File: config.mk
export PLATFORM = sky130hd
export DESIGN_NAME = ext_bus_wait_share
export DESIGN_NICKNAME = d
export VERILOG_FILES = /design/src/rtl/ext_bus_pkg.sv /design/src/rtl/ext_bus_wait_share.sv
export VERILOG_INCLUDE_DIRS = /design/src /design/src/rtl
export SDC_FILE = /design/constraint.sdc
export NUM_CORES = 1
export LEC_CHECK = 0
export ABC_AREA = 1
export ABC_CLOCK_PERIOD_IN_PS = 1980
export BUFFER_PORTS_ARGS = -buffer_cell sky130_fd_sc_hd__buf_2
export CORE_MARGIN = 3
export CORE_UTILIZATION = 47
export CTS_CLUSTER_DIAMETER = 200
export DETAILED_ROUTE_END_ITERATION = 6
export GPL_ROUTABILITY_DRIVEN = 0
export PLACE_DENSITY_LB_ADDON = 0.3
export SYNTH_ARGS = -nofsm -noshare
export SYNTH_HDL_FRONTEND = slang
export SYNTH_SLANG_ARGS = --single-unit
File: constraint.sdc
create_clock -name i_ref_clk -period 1.98 [get_ports i_ref_clk]
set_input_delay 0.198 -clock i_ref_clk [delete_from_list [all_inputs] [get_ports i_ref_clk]]
set_output_delay 0.198 -clock i_ref_clk [all_outputs]
set_load 0.02 [all_outputs]
File: src/rtl/ext_bus_params.svh
// Constants of the external bus wait and sharing block
`ifndef EXT_BUS_PARAMS_SVH
`define EXT_BUS_PARAMS_SVH
`define GLOBAL_SIZE_ADDR 16'h0005
`define GLOBAL_SIZE_RESET 8'h00
`define GLOBAL_REGION_TOP 16'hffff
`endif

File: src/rtl/ext_bus_pkg.sv
// Types of the external bus wait and sharing block
package ext_bus_pkg;
  typedef enum logic [1:0] {
    SPACE_PROG = 2'b00,
    SPACE_DATA = 2'b01,
    SPACE_IO = 2'b10
  } space_t;
  typedef struct packed {
    logic [15:0] addr;
    logic [15:0] wdata;
    logic write;
    space_t space;
  } core_req_t;
  typedef struct packed {
    logic [15:0] addr;
    logic [15:0] wdata;
    logic write_n;
    logic prog_n;
    logic data_n;
    logic io_n;
    logic strobe_n;
  } pins_t;
endpackage

File: src/rtl/ext_bus_wait_share.sv
// External bus interface with ready waits, global region request and hold
`timescale 1ns/1ns
`include "ext_bus_params.svh"
module ext_bus_wait_share (
  // Clock and reset
  input wire logic i_ref_clk,
  input wire logic i_srst,
  // Core side request
  input wire logic i_req_valid,
  input wire ext_bus_pkg::core_req_t i_req,
  input wire logic i_req_internal,
  input wire logic i_instr_last,
  input wire logic i_irq,
  // External pins
  input wire logic i_ready,
  input wire logic i_hold_req_n,
  input wire logic [15:0] i_data_in,
  output logic [15:0] o_addr,
  output logic o_addr_oe,
  output logic [15:0] o_data,
  output logic o_data_oe,
  output logic o_write_n,
  output logic o_prog_n,
  output logic o_data_sel_n,
  output logic o_io_n,
  output logic o_strobe_n,
  output logic o_ctrl_oe,
  output logic o_shared_bus_request_n,
  output logic o_bus_release_ack_n,
  // Core side answer
  output logic o_done,
  output logic [15:0] o_rdata,
  output logic o_stall,
  output logic o_irq_take,
  output logic [7:0] o_global_region_size
);
  import ext_bus_pkg::*;

  typedef enum logic [1:0] {
    ST_IDLE = 2'b00,
    ST_ACCESS = 2'b01,
    ST_HOLD = 2'b10
  } state_t;

  state_t state;
  state_t next_state;
  logic [7:0] global_region_size;
  logic busy;

  // Operand inside the global data region
  function automatic logic in_global(input core_req_t r, input logic [7:0] size);
    logic [15:0] base;
    base = `GLOBAL_REGION_TOP - {size, 8'h00} + 16'h0001;
    in_global = (r.space == SPACE_DATA) && (r.addr >= base) && (size != 8'h00);
  endfunction

  wire logic reg_hit = i_req_valid && i_req_internal && i_req.write &&
    (i_req.space == SPACE_DATA) && (i_req.addr == `GLOBAL_SIZE_ADDR);
  wire logic ext_start = i_req_valid && !i_req_internal && (state == ST_IDLE) &&
    i_hold_req_n;

  always_ff @(posedge i_ref_clk) begin
    if (i_srst) begin
      global_region_size <= `GLOBAL_SIZE_RESET;
    end else if (reg_hit) begin
      global_region_size <= i_req.wdata[7:0];
    end
  end

  always_comb begin
    next_state = state;
    case (state)
      ST_IDLE: begin
        if (!i_hold_req_n) begin
          next_state = ST_HOLD;
        end else if (ext_start) begin
          next_state = ST_ACCESS;
        end
      end
      ST_ACCESS: begin
        if (i_ready) begin
          next_state = ST_IDLE;
        end
      end
      ST_HOLD: begin
        if (i_hold_req_n) begin
          next_state = ST_IDLE;
        end
      end
      default: next_state = ST_IDLE;
    endcase
  end

  always_ff @(posedge i_ref_clk) begin
    if (i_srst) begin
      state <= ST_IDLE;
    end else begin
      state <= next_state;
    end
  end

  always_ff @(posedge i_ref_clk) begin
    if (i_srst) begin
      o_addr <= 16'h0000;
      o_data <= 16'h0000;
      o_write_n <= 1'b1;
      o_prog_n <= 1'b1;
      o_data_sel_n <= 1'b1;
      o_io_n <= 1'b1;
      o_strobe_n <= 1'b1;
      o_data_oe <= 1'b0;
    end else if (ext_start) begin
      o_addr <= i_req.addr;
      o_data <= i_req.wdata;
      o_write_n <= !i_req.write;
      o_prog_n <= (i_req.space != SPACE_PROG);
      o_data_sel_n <= (i_req.space != SPACE_DATA);
      o_io_n <= (i_req.space != SPACE_IO);
      o_strobe_n <= 1'b0;
      o_data_oe <= i_req.write;
    end else if (state == ST_ACCESS && i_ready) begin
      o_strobe_n <= 1'b1;
      o_prog_n <= 1'b1;
      o_data_sel_n <= 1'b1;
      o_io_n <= 1'b1;
      o_write_n <= 1'b1;
      o_data_oe <= 1'b0;
    end
  end

  always_ff @(posedge i_ref_clk) begin
    if (i_srst) begin
      o_addr_oe <= 1'b1;
      o_ctrl_oe <= 1'b1;
      o_bus_release_ack_n <= 1'b1;
    end else begin
      o_addr_oe <= (next_state != ST_HOLD);
      o_ctrl_oe <= (next_state != ST_HOLD);
      o_bus_release_ack_n <= (next_state != ST_HOLD);
    end
  end

  always_ff @(posedge i_ref_clk) begin
    if (i_srst) begin
      o_shared_bus_request_n <= 1'b1;
    end else if (ext_start) begin
      o_shared_bus_request_n <= !in_global(i_req, global_region_size);
    end else if (state == ST_ACCESS && i_ready) begin
      o_shared_bus_request_n <= 1'b1;
    end
  end

  assign busy = (state == ST_ACCESS) && !i_ready;
  always_ff @(posedge i_ref_clk) begin
    if (i_srst) begin
      o_done <= 1'b0;
      o_rdata <= 16'h0000;
      o_stall <= 1'b0;
    end else begin
      o_done <= (state == ST_ACCESS && i_ready) || (i_req_valid && i_req_internal);
      if (state == ST_ACCESS && i_ready) begin
        o_rdata <= i_data_in;
      end
      o_stall <= (next_state == ST_ACCESS) ||
        (i_req_valid && !i_req_internal && next_state != ST_ACCESS);
    end
  end

  always_ff @(posedge i_ref_clk) begin
    if (i_srst) begin
      o_irq_take <= 1'b0;
    end else begin
      o_irq_take <= i_irq && i_instr_last && !busy && !ext_start;
    end
  end

  always_ff @(posedge i_ref_clk) begin
    if (i_srst) begin
      o_global_region_size <= `GLOBAL_SIZE_RESET;
    end else begin
      o_global_region_size <= global_region_size;
    end
  end

  property p_hold_ack;
    @(posedge i_ref_clk) disable iff (i_srst)
      (state == ST_IDLE && !i_hold_req_n) |=> (!o_bus_release_ack_n && !o_addr_oe);
  endproperty
  a_hold_ack: assert property (p_hold_ack) else $error("hold not acknowledged");

  property p_wait;
    @(posedge i_ref_clk) disable iff (i_srst)
      (state == ST_ACCESS && !i_ready) |=> (state == ST_ACCESS && !o_strobe_n);
  endproperty
  a_wait: assert property (p_wait) else $error("access ended without ready");

  property p_done;
    @(posedge i_ref_clk) disable iff (i_srst)
      (state == ST_ACCESS && i_ready) |=> (o_done && o_strobe_n);
  endproperty
  a_done: assert property (p_done) else $error("ready did not finish access");

  property p_greq;
    @(posedge i_ref_clk) disable iff (i_srst)
      ext_start && (i_req.space == SPACE_DATA) && (global_region_size != 8'h00) &&
        (i_req.addr[15:8] >= 8'h00 - global_region_size) |=> !o_shared_bus_request_n;
  endproperty
  a_greq: assert property (p_greq) else $error("global request missing");

  property p_nogreq;
    @(posedge i_ref_clk) disable iff (i_srst)
      ext_start && !((i_req.space == SPACE_DATA) && (global_region_size != 8'h00) &&
        (i_req.addr[15:8] >= 8'h00 - global_region_size)) |=> o_shared_bus_request_n;
  endproperty
  a_nogreq: assert property (p_nogreq) else $error("spurious global request");

  property p_global_wait;
    @(posedge i_ref_clk) disable iff (i_srst)
      (state == ST_ACCESS && !i_ready && !o_shared_bus_request_n) |=>
        (!o_shared_bus_request_n && !o_strobe_n);
  endproperty
  a_global_wait: assert property (p_global_wait) else $error("global cycle cut short");

  property p_reg;
    @(posedge i_ref_clk) disable iff (i_srst)
      reg_hit |=> ##1 (o_global_region_size == $past(i_req.wdata[7:0], 2));
  endproperty
  a_reg: assert property (p_reg) else $error("size register not written");

  property p_irq;
    @(posedge i_ref_clk) disable iff (i_srst)
      busy |=> !o_irq_take;
  endproperty
  a_irq: assert property (p_irq) else $error("interrupt taken in wait");

  property p_space;
    @(posedge i_ref_clk) disable iff (i_srst)
      ext_start && i_req.space == SPACE_IO |=> (!o_io_n && o_addr == $past(i_req.addr));
  endproperty
  a_space: assert property (p_space) else $error("io access not like memory");

  property p_internal;
    @(posedge i_ref_clk) disable iff (i_srst)
      (state == ST_HOLD && i_req_valid && i_req_internal) |=> o_done;
  endproperty
  a_internal: assert property (p_internal) else $error("internal stalled in hold");

  c_wait: cover property (@(posedge i_ref_clk) state == ST_ACCESS && !i_ready ##1 i_ready);
  c_hold: cover property (@(posedge i_ref_clk) state == ST_HOLD);
  c_greq: cover property (@(posedge i_ref_clk) !o_shared_bus_request_n);
endmodule // ext_bus_wait_share

==> results by stage, run 1 <==
Yosys:
- In the synthesized netlist, the number of instances is about 400.
- Sequential cells were found to cover 50.1% of the synthesized design area.
- The mean area per synthesized cell is around 7.7 um^2.
- The synthesis warning total is 0.
- The post-synth net total is 466.
- The number of distinct standard cells referenced by the synthesized netlist is 26.
- The netlist area before placement is around 3100 um^2.
- Synthesis inferred between 70 and 80 register bits.

Detailed routing:
- The first TritonRoute pass finished after 4 iterations.
- The routed design has 7.91 mm of wire.
- In this run the remaining antenna-violating nets after routing total 0.
- The average wire per cell in the routed design is approximately 13 um.
- The initial detailed-routing violation count is about 190.
- The number of DRC violations after detailed routing is 0.
- The count of vias placed by the detailed router is just under 3000.
- The average via count per standard cell is 4.84.

GRT:
- For this run, the total global-route usage over all layers was measured as between 20% and 30%.
- The via count of the first global-routing pass is roughly 2800.
- The pin count of the biggest net entering global routing is 47.
- The number of antenna violations at the first check in global routing is 0.
- The first-pass GRT wire length is 12.3 mm.
- The total overflow reported by the global router is 0.

Worst setup path:
- On the critical path the largest part of the delay comes from simple AND/OR/NAND/NOR gates.
- The cell type with the highest occurrence count on the critical path is sky130_fd_sc_hd__nand2_1.
- Together, buffers and inverters on the worst path number 0.
- The signal on the critical path passes through nor3_4 > nand3_2 > nor2_2 > nand2_1 > nand2_1 > nand2_2 > ha_4 > nand2_2 > nor2_4 > nand2_1 > nand3_1 > nand2_1 > nand2_1 > nand2_1.
- The data required time of the worst path is about 2.2 ns.
- Along the worst path, the maximum fanout reaches 2.
- The worst setup path is captured at a register.
- The path type of the worst setup path is register to register.
- The arrival time of the worst setup path is between 2 and 2.5 ns.
- The largest single stage delay on the critical path is roughly 0.34 ns.
- The largest individual stage delay along the critical path comes from the cell sky130_fd_sc_hd__dfxtp_2.
- The worst setup path is launched from a register.

Place:
- OpenSTA, run right after detailed placement, puts the worst setup slack at -0.0837 ns.
- The estimated wirelength of the detail-placed design is 5.61 mm.
- The standard cell area after detailed placement is about 3700 um^2.
- The count of buffers added on input and output ports is around 130.

Clock network:
- At the later pin of the worst-skew pair, clock insertion delay measures 0.34 ns.
- The clock slew at the register clock pins of the worst setup and hold paths is ~0.080 ns.
- In this run, CTS created clock tree buffers numbering 9.
- The H-tree was split into 3 levels.
- The root buffer cell chosen for the clock tree is sky130_fd_sc_hd__clkbuf_8.
- The number of clock sinks is a little under 80.
- The clock passes through at most 2 buffers.
- The number of hold buffers added after cts is 0.
- The clock tree from TritonCTS is yes.

Floorplanning:
- The I/O pin count is about 130.
- The total area inside the core boundary comes to roughly 6100 um^2.
- The width of the die is between 80 and 90 um.
- From bottom edge to top edge, the die measures between 80 and 90 um.
- The die area is between 7000 and 8000 um^2.
- The number of rows created at floorplan is 28.
- The initial utilization of the core area, before any placement, comes to 50.2%.

Cells and area:
- In the final design database the tool counted slightly below 600 nets.
- The cell area after layout is 4010 um^2.
- Of the cells placed in the final design, the portion with a size suffix greater than 1 is about a third.
- The number of antenna diodes in the final layout is 0.
- The layout-stage area growth over the synthesis result is 30.3%.

Timing:
- The worst pin sits at a relative slew slack of 53.5%.
- Setup repair after global routing could not meet its margin everywhere.
- The summed negative setup slack over all endpoints is 0 ns.
- The peak clock frequency supported by timing is 0.521 GHz.
- The max-slew violation total from the final report is 0.
- The number of hold violations in the final report is 0.
- The largest clock skew in the final design is around 0.012 ns.
- The worst path meets setup with slightly above 0.06 ns of slack.
- Setup violations remaining at the end of the flow were counted as 0.
- The part of the cycle the worst path needs is 96.9%.
- The slew of the pin with the lowest slew margin is around 0.70 ns.
- The post-layout minimum cycle time is around 1.9 ns.

Job:
- The count of maximum capacitance violations is 0.

Min path:
- The class of the tightest hold or removal check is input pin to register.

Pwr:
- The total leakage power is between 0.002 and 0.0025 uW.
- The largest voltage drop on the vdd net is between 0.4 and 0.5 mV.
- Overall power consumption after layout is estimated at between 2000 and 3000 uW.
- The power density of the placed cells is 733 nW/um^2.

Outcome:
- The run finished with clean final reports.
-- stage by stage --
step	util, %	instances	hold WS (ns)
finish	65.4	605	0.0814
detailed placement	60.7	586	0.427
floorplan	-	398	0.290
CTS	63.5	601	0.0636
global placement	60.7	586	0.419
global route	65.4	605	0.0688
-- cell type report --
cell class / instances / area (um^2)
inverter: 27 / 101
multi-input combinational: 274 / 1400
tap: 75 / 93.8
timing repair buffer: 137 / 714
clock inverter: 2 / 10.0
clock buffer: 13 / 149
sequential: 77 / 1540
fill: 561 / 2120
-- worst register-to-register path: stages (launching register included) --
cell                      delay (ns)
sky130_fd_sc_hd__dfxtp_2        0.34
sky130_fd_sc_hd__nor3_4         0.21
sky130_fd_sc_hd__nand3_2        0.13
sky130_fd_sc_hd__nor2_2         0.15
sky130_fd_sc_hd__nand2_1        0.07
sky130_fd_sc_hd__nand2_1        0.08
sky130_fd_sc_hd__nand2_2        0.06
sky130_fd_sc_hd__ha_4           0.27
sky130_fd_sc_hd__nand2_2        0.07
sky130_fd_sc_hd__nor2_4         0.11
sky130_fd_sc_hd__nand2_1        0.07
sky130_fd_sc_hd__nand3_1        0.08
sky130_fd_sc_hd__nand2_1        0.05
sky130_fd_sc_hd__nand2_1        0.05
sky130_fd_sc_hd__nand2_1        0.04
-- layout by cell type (no fill, tap or decap) --
cell type / instances
sky130_fd_sc_hd__nand3_1: 9
sky130_fd_sc_hd__or2_1: 1
sky130_fd_sc_hd__ha_1: 7
sky130_fd_sc_hd__nand4_1: 3
sky130_fd_sc_hd__nor3_4: 2
sky130_fd_sc_hd__buf_6: 1
sky130_fd_sc_hd__a21oi_1: 26
sky130_fd_sc_hd__clkbuf_1: 3
sky130_fd_sc_hd__nor2_1: 89
sky130_fd_sc_hd__o21ai_0: 2
sky130_fd_sc_hd__nand3_2: 2
sky130_fd_sc_hd__clkbuf_8: 10
sky130_fd_sc_hd__dfxtp_1: 75
sky130_fd_sc_hd__nor2_2: 4
sky130_fd_sc_hd__nor2_8: 1
sky130_fd_sc_hd__inv_2: 7
sky130_fd_sc_hd__o21ai_1: 35
sky130_fd_sc_hd__nand2_1: 71
sky130_fd_sc_hd__nand2_2: 8
sky130_fd_sc_hd__inv_1: 20
sky130_fd_sc_hd__clkinv_2: 2
sky130_fd_sc_hd__nand3_4: 2
sky130_fd_sc_hd__xor2_2: 1
sky130_fd_sc_hd__xor2_1: 4
sky130_fd_sc_hd__dfxtp_2: 2
sky130_fd_sc_hd__nor2_4: 2
sky130_fd_sc_hd__buf_4: 9
sky130_fd_sc_hd__nor3_1: 2
sky130_fd_sc_hd__nand3b_1: 1
sky130_fd_sc_hd__ha_4: 2
sky130_fd_sc_hd__buf_2: 127
-- worst paths after layout --
kind | from | end | slack, ns | cells after the start
worst max-delay path | global_region_size[1] | o_shared_bus_request_n | 0.06 | 14
worst min-delay path | i_req[18] | o_data[15] | 0.08 | 3
worst max register to register | global_region_size[1] | o_shared_bus_request_n | 0.06 | 14
worst min register to register | o_io_n | o_io_n | 0.46 | 2
-- cells by family after synthesis --
logic type	Yosys count	synth area share, %
xor+xnor	5	1.42
buf+inv	47	7.48
fa+ha+maj	9	3.66
flops	77	50.1
compound gates	63	10.2
simple gates	197	27.1
-- Yosys cell counts (all sizes together) --
cell,instances,share of area [%]
nand4,3,0.61
inv,27,3.3
nand3,13,2.7
nand3b,1,0.24
buf,13,3.2
nor3,4,0.65
ha,9,3.7
xor2,5,1.4
or2,1,0.20
o21ai,37,6.0
clkbuf,7,0.98
dfxtp,77,50
a21oi,26,4.2
nand2,79,10
nor2,96,13
-- registers in the layout, summed over array words and instances, names as in the netlist --
| signal | count |
|---|---|
| global_region_size | 8 |
| o_addr | 16 |
| o_bus_release_ack_n | 1 |
| o_data | 16 |
| o_data_oe | 1 |
| o_data_sel_n | 1 |
| o_done | 1 |
| o_global_region_size | 8 |
| o_io_n | 1 |
| o_irq_take | 1 |
| o_prog_n | 1 |
| o_rdata | 16 |
| o_shared_bus_request_n | 1 |
| o_stall | 1 |
| o_strobe_n | 1 |
| o_write_n | 1 |
| state | 2 |
-- layer usage --
| layer | vias up | share of wire, % | GRT usage (%) |
|---|---|---|---|
| li1 | 1513 | - | - |
| met1 | 1314 | 43 | 25.0 |
| met2 | 95 | 49 | 34.0 |
| met3 | 7 | 7.1 | 6.15 |
| met4 | 0 | 0.90 | 6.66 |
| met5 | - | 0 | 0 |
-- repair_timing --
action | CTS | global route
endpoints found under the hold margin | 0 | 0
setup endpoints to repair | 1 | 1
gates resized for setup | 3 | 20
pin swaps | 0 | 14
buffers inserted | 0 | 4
-- power by group --
group,switching [uW],internal (uW),total [uW]
clock network,527,481,1010
logic,201,118,319
registers,20.0,1590,1610
Note: power is estimated with default switching activity, not from simulation.
==> run 2, diff against run 1 <==
--- a/config.mk
+++ b/config.mk
@@ -6,7 +6,7 @@
 export SDC_FILE = /design/constraint.sdc
 export NUM_CORES = 1
 export LEC_CHECK = 0
-export ABC_AREA = 1
+export ABC_AREA = 0
 export ABC_CLOCK_PERIOD_IN_PS = 1980
 export BUFFER_PORTS_ARGS = -buffer_cell sky130_fd_sc_hd__buf_2
 export CORE_MARGIN = 3
==> run 2 against run 1 <==
Synthesized cell count is 13% lower. Non-clock buffer count is 3 lower. Total power up 7.8%. Critical path type unchanged. Register-to-register slack better by 0.05 ns. Highest routed layer unchanged. Clock skew decreased by 0.0034 ns. Critical endpoint unchanged. Core utilization shrank 0.13 points. Largest power group unchanged. Cell area is 1.3% lower. Worst hold slack worse by 0.011 ns. Fmax rose by 2.9%.
==> results by stage, run 2 <==
Outcome:
- The flow ran to the end, and the final reports show no timing, DRC or antenna violations.

Place:
- The estimated wirelength of the detail-placed design is between 5 and 6 mm.
- Buffers placed on the I/O ports in this run total approximately 130.
- The setup slack after placement is 0.0434 ns.

Timing:
- Setup violations remaining at the end of the flow were counted as 0.
- Measured against its own limit, the worst slew margin works out to between 40% and 50%.
- After routing, the total negative slack on setup checks comes to 0 ns.
- The peak clock frequency supported by timing is 0.536 GHz.
- The number of hold violations in the final report is 0.
- The part of the cycle the worst path needs is around 94%.
- On the final layout, the worst hold slack is between 0.07 and 0.08 ns.
- Setup repair after global routing left no endpoint under its margin.
- For the pin with the worst max-slew slack, the measured transition is between 0.7 and 0.8 ns.
- The largest clock skew in the final design is about 0.0089 ns.
- The worst setup slack after layout is about 0.11 ns.
- For the finished layout, the period the worst path requires is between 1.5 and 2 ns.
- The max-slew violation total from the final report is 0.

Detailed routing:
- After detailed routing, the number of remaining DRC violations is 0.
- Dividing the detail-routed wire length by the instance count gives roughly 14 um.
- The first detailed-routing pass took 4 iterations.
- The count of vias placed by the detailed router is about 2700.
- The total wirelength of the detailed-routed design is between 7 and 8 mm.
- Dividing the detail-routed via count by the number of cells gives roughly 5.0.
- The number of nets with antenna violations after detailed routing is 0.
- The initial detailed-routing violation count is 86.

Yosys:
- The netlist area before placement is 2990 um^2.
- Counting instances in the post-synthesis netlist gives the leading cell types as sky130_fd_sc_hd__nand2_1 (105), sky130_fd_sc_hd__dfxtp_1 (77), sky130_fd_sc_hd__a21oi_1 (56).
- The dominant register cell in the synthesized netlist is sky130_fd_sc_hd__dfxtp_1.
- The async set-reset flop share out of synthesis is 0%.
- In the post-synthesis netlist, the biggest area contributors are sky130_fd_sc_hd__dfxtp_1 (51%), sky130_fd_sc_hd__nand2_1 (13%), sky130_fd_sc_hd__a21oi_1 (9.4%), sky130_fd_sc_hd__ha_1 (3.8%), sky130_fd_sc_hd__mux2_2 (3.0%).
- sky130_fd_sc_hd__dfxtp_1 takes more of the synthesized area than any other cell.
- The synthesis warning total is 0.
- The synthesized design contains 77 register bits.
- The post-synth net total is between 400 and 500.
- A synthesized cell averages about 8.6 um^2.
- The number of enable-type register cells in the synthesized netlist is 0.
- Sequential cells were found to cover about half of the synthesized design area.
- The synthesized netlist cell count is about 350.
- The top cell type by area accounts for 51.5% of the synthesized area.
- Yosys instantiated no cell more often than sky130_fd_sc_hd__nand2_1.
- The number of distinct standard cells referenced by the synthesized netlist is 39.

Floorplanning:
- In this run the horizontal extent of the chip is 85.8 um.
- The floorplan has 28 rows.
- The vertical extent of the die is roughly 86 um.
- The initial utilization of the core area, before any placement, comes to between 40% and 50%.
- The die covers about 7400 um^2.
- The I/O pin count is between 100 and 150.
- The total area inside the core boundary comes to just over 6000 um^2.

GRT:
- The number of antenna violations at the first check in global routing was 0.
- For this run the aggregate overflow at the end of global routing stands at 0.
- The total routing resource utilization after global routing is about a fifth.
- The first global-routing pass estimated 12.2 mm of wire.
- The via count of the first global-routing pass was around 2800.
- The pin count of the biggest net entering global routing is between 40 and 50.

Job:
- Across the run, the number of max-cap violations was 0.

Clock network:
- The later pin in the worst-skew pair is clocked with a latency of ~0.33 ns.
- In this run the post-CTS setup repair buffer count came out at 0.
- The tree is rooted in a sky130_fd_sc_hd__clkbuf_8.
- The largest buffer count on any clock path is 2.
- In this run the number of H-tree levels came out at 3.
- TritonCTS built the clock tree.
- The clock net in this run drives a total of 77 sinks.
- In this run, CTS created clock tree buffers numbering 9.
- Clock-pin slew was measured on the worst setup and hold paths at 0.08 ns.

Cells and area:
- Leaving out fill and tap cells, the most frequent cells in the layout are sky130_fd_sc_hd__buf_2 (127), sky130_fd_sc_hd__nand2_1 (105), sky130_fd_sc_hd__dfxtp_1 (76).
- The final layout contains 540 nets.
- Leaving out fill and tap cells, the most frequent cell in the layout is sky130_fd_sc_hd__buf_2.
- The largest registers in the layout are o_addr x16, o_data x16, o_rdata x16.
- The number of filler instances in the final layout is between 500 and 600.
- The layout-stage area growth over the synthesis result is 32.1%.
- 0 antenna diodes ended up in the layout.
- In the final layout, the share of cells above drive strength 1 is 36.1%.

Worst setup path:
- The number of cells on the worst reg-to-reg path is 8.
- The path type of the worst setup path is register to register.
- The timing startpoint of the critical path is global_region_size[5].
- The worst setup path is captured at a register.
- The beginning of the worst register-to-register path is global_region_size[5].
- For the worst setup path, the data required time is ~2.3 ns.
- The critical-path maximum fanout is 3.
- The arrival time of the worst setup path is between 2 and 2.5 ns.
- The kind of start point of the critical path is a register.

Min path:
- The depth of the worst hold-timing path is 3.
- The worst hold path begins at i_instr_last.
- The class of the tightest hold or removal check is input pin to register.

Pwr:
- The design draws ~3200 uW.
- IR analysis of the VDD net gives a maximum drop of roughly 0.47 mV.
- The power density of the placed cells is 801 nW/um^2.
- The total leakage power is roughly 0.0018 uW.
run 2: cells by family after synthesis:
| group | share of synthesized area (%) |
|---|---|
| AO/OA/AOI/OAI | 12.3 |
| XOR/XNOR | 1.46 |
| adder cells (fa/ha/maj) | 3.76 |
| buffers and inverters | 3.43 |
| flip-flops | 51.5 |
| multiplexers | 3.01 |
| AND/OR/NAND/NOR | 24.5 |
run 2: final timing paths:
check / endpoint / slack, ns
max reg2reg: o_shared_bus_request_n / 0.11
max: o_shared_bus_request_n / 0.11
min reg2reg: o_addr[2] / 0.45
min: o_irq_take / 0.07
run 2: timing repair:
item	4_1_cts	5_1_grt
hold buffers	0	0
gates resized for setup	0	7
setup endpoints to repair	0	1
run 2: per-layer routing:
layer / vias up / GRT usage [%] / part of all wire [%]
met3: 11 / 5.96 / 8.6
met5: - / 0 / 0
met4: 0 / 8.35 / 1.3
met2: 101 / 34.6 / 46
li1: 1402 / - / -
met1: 1230 / 25.0 / 44
run 2: power breakdown:
part	switching (uW)	internal [uW]	leakage [uW]
clock	550	742	0.000112
sequential	14.9	1580	0.000624
combinational	166	115	0.00105
run 2: through the flow:
| step | instance area [um^2] | utilization [%] | cells |
|---|---|---|---|
| 2_1_floorplan | 2990 | - | 348 |
| 3_3_place_gp | 3700 | 61.1 | 536 |
| 3_5_place_dp | 3700 | 61.1 | 536 |
| 4_1_cts | 3930 | 64.8 | 552 |
| 5_1_grt | 3960 | 65.3 | 552 |
| 6_report | 3960 | 65.3 | 552 |
run 2: worst max-delay path, cell delays in order, from the launching register on:
cell and delay (ns):
sky130_fd_sc_hd__dfxtp_1 0.36, sky130_fd_sc_hd__nor4_4 0.33, sky130_fd_sc_hd__nand2_1 0.10, sky130_fd_sc_hd__xnor2_1 0.14
sky130_fd_sc_hd__ha_1 0.31, sky130_fd_sc_hd__a21oi_1 0.18, sky130_fd_sc_hd__o21a_1 0.15, sky130_fd_sc_hd__o21ai_0 0.08
sky130_fd_sc_hd__a21oi_1 0.14
run 2: area by class of cell:
type	instances	area, um^2	share of cell area, %
well taps	75	93.8	2.37
inverters	4	15.0	0.380
clock buffers	10	138	3.48
multi-input cells	246	1380	34.9
flip-flops and latches	77	1540	39.0
clock inverters	6	86.3	2.18
repair buffers	134	701	17.7
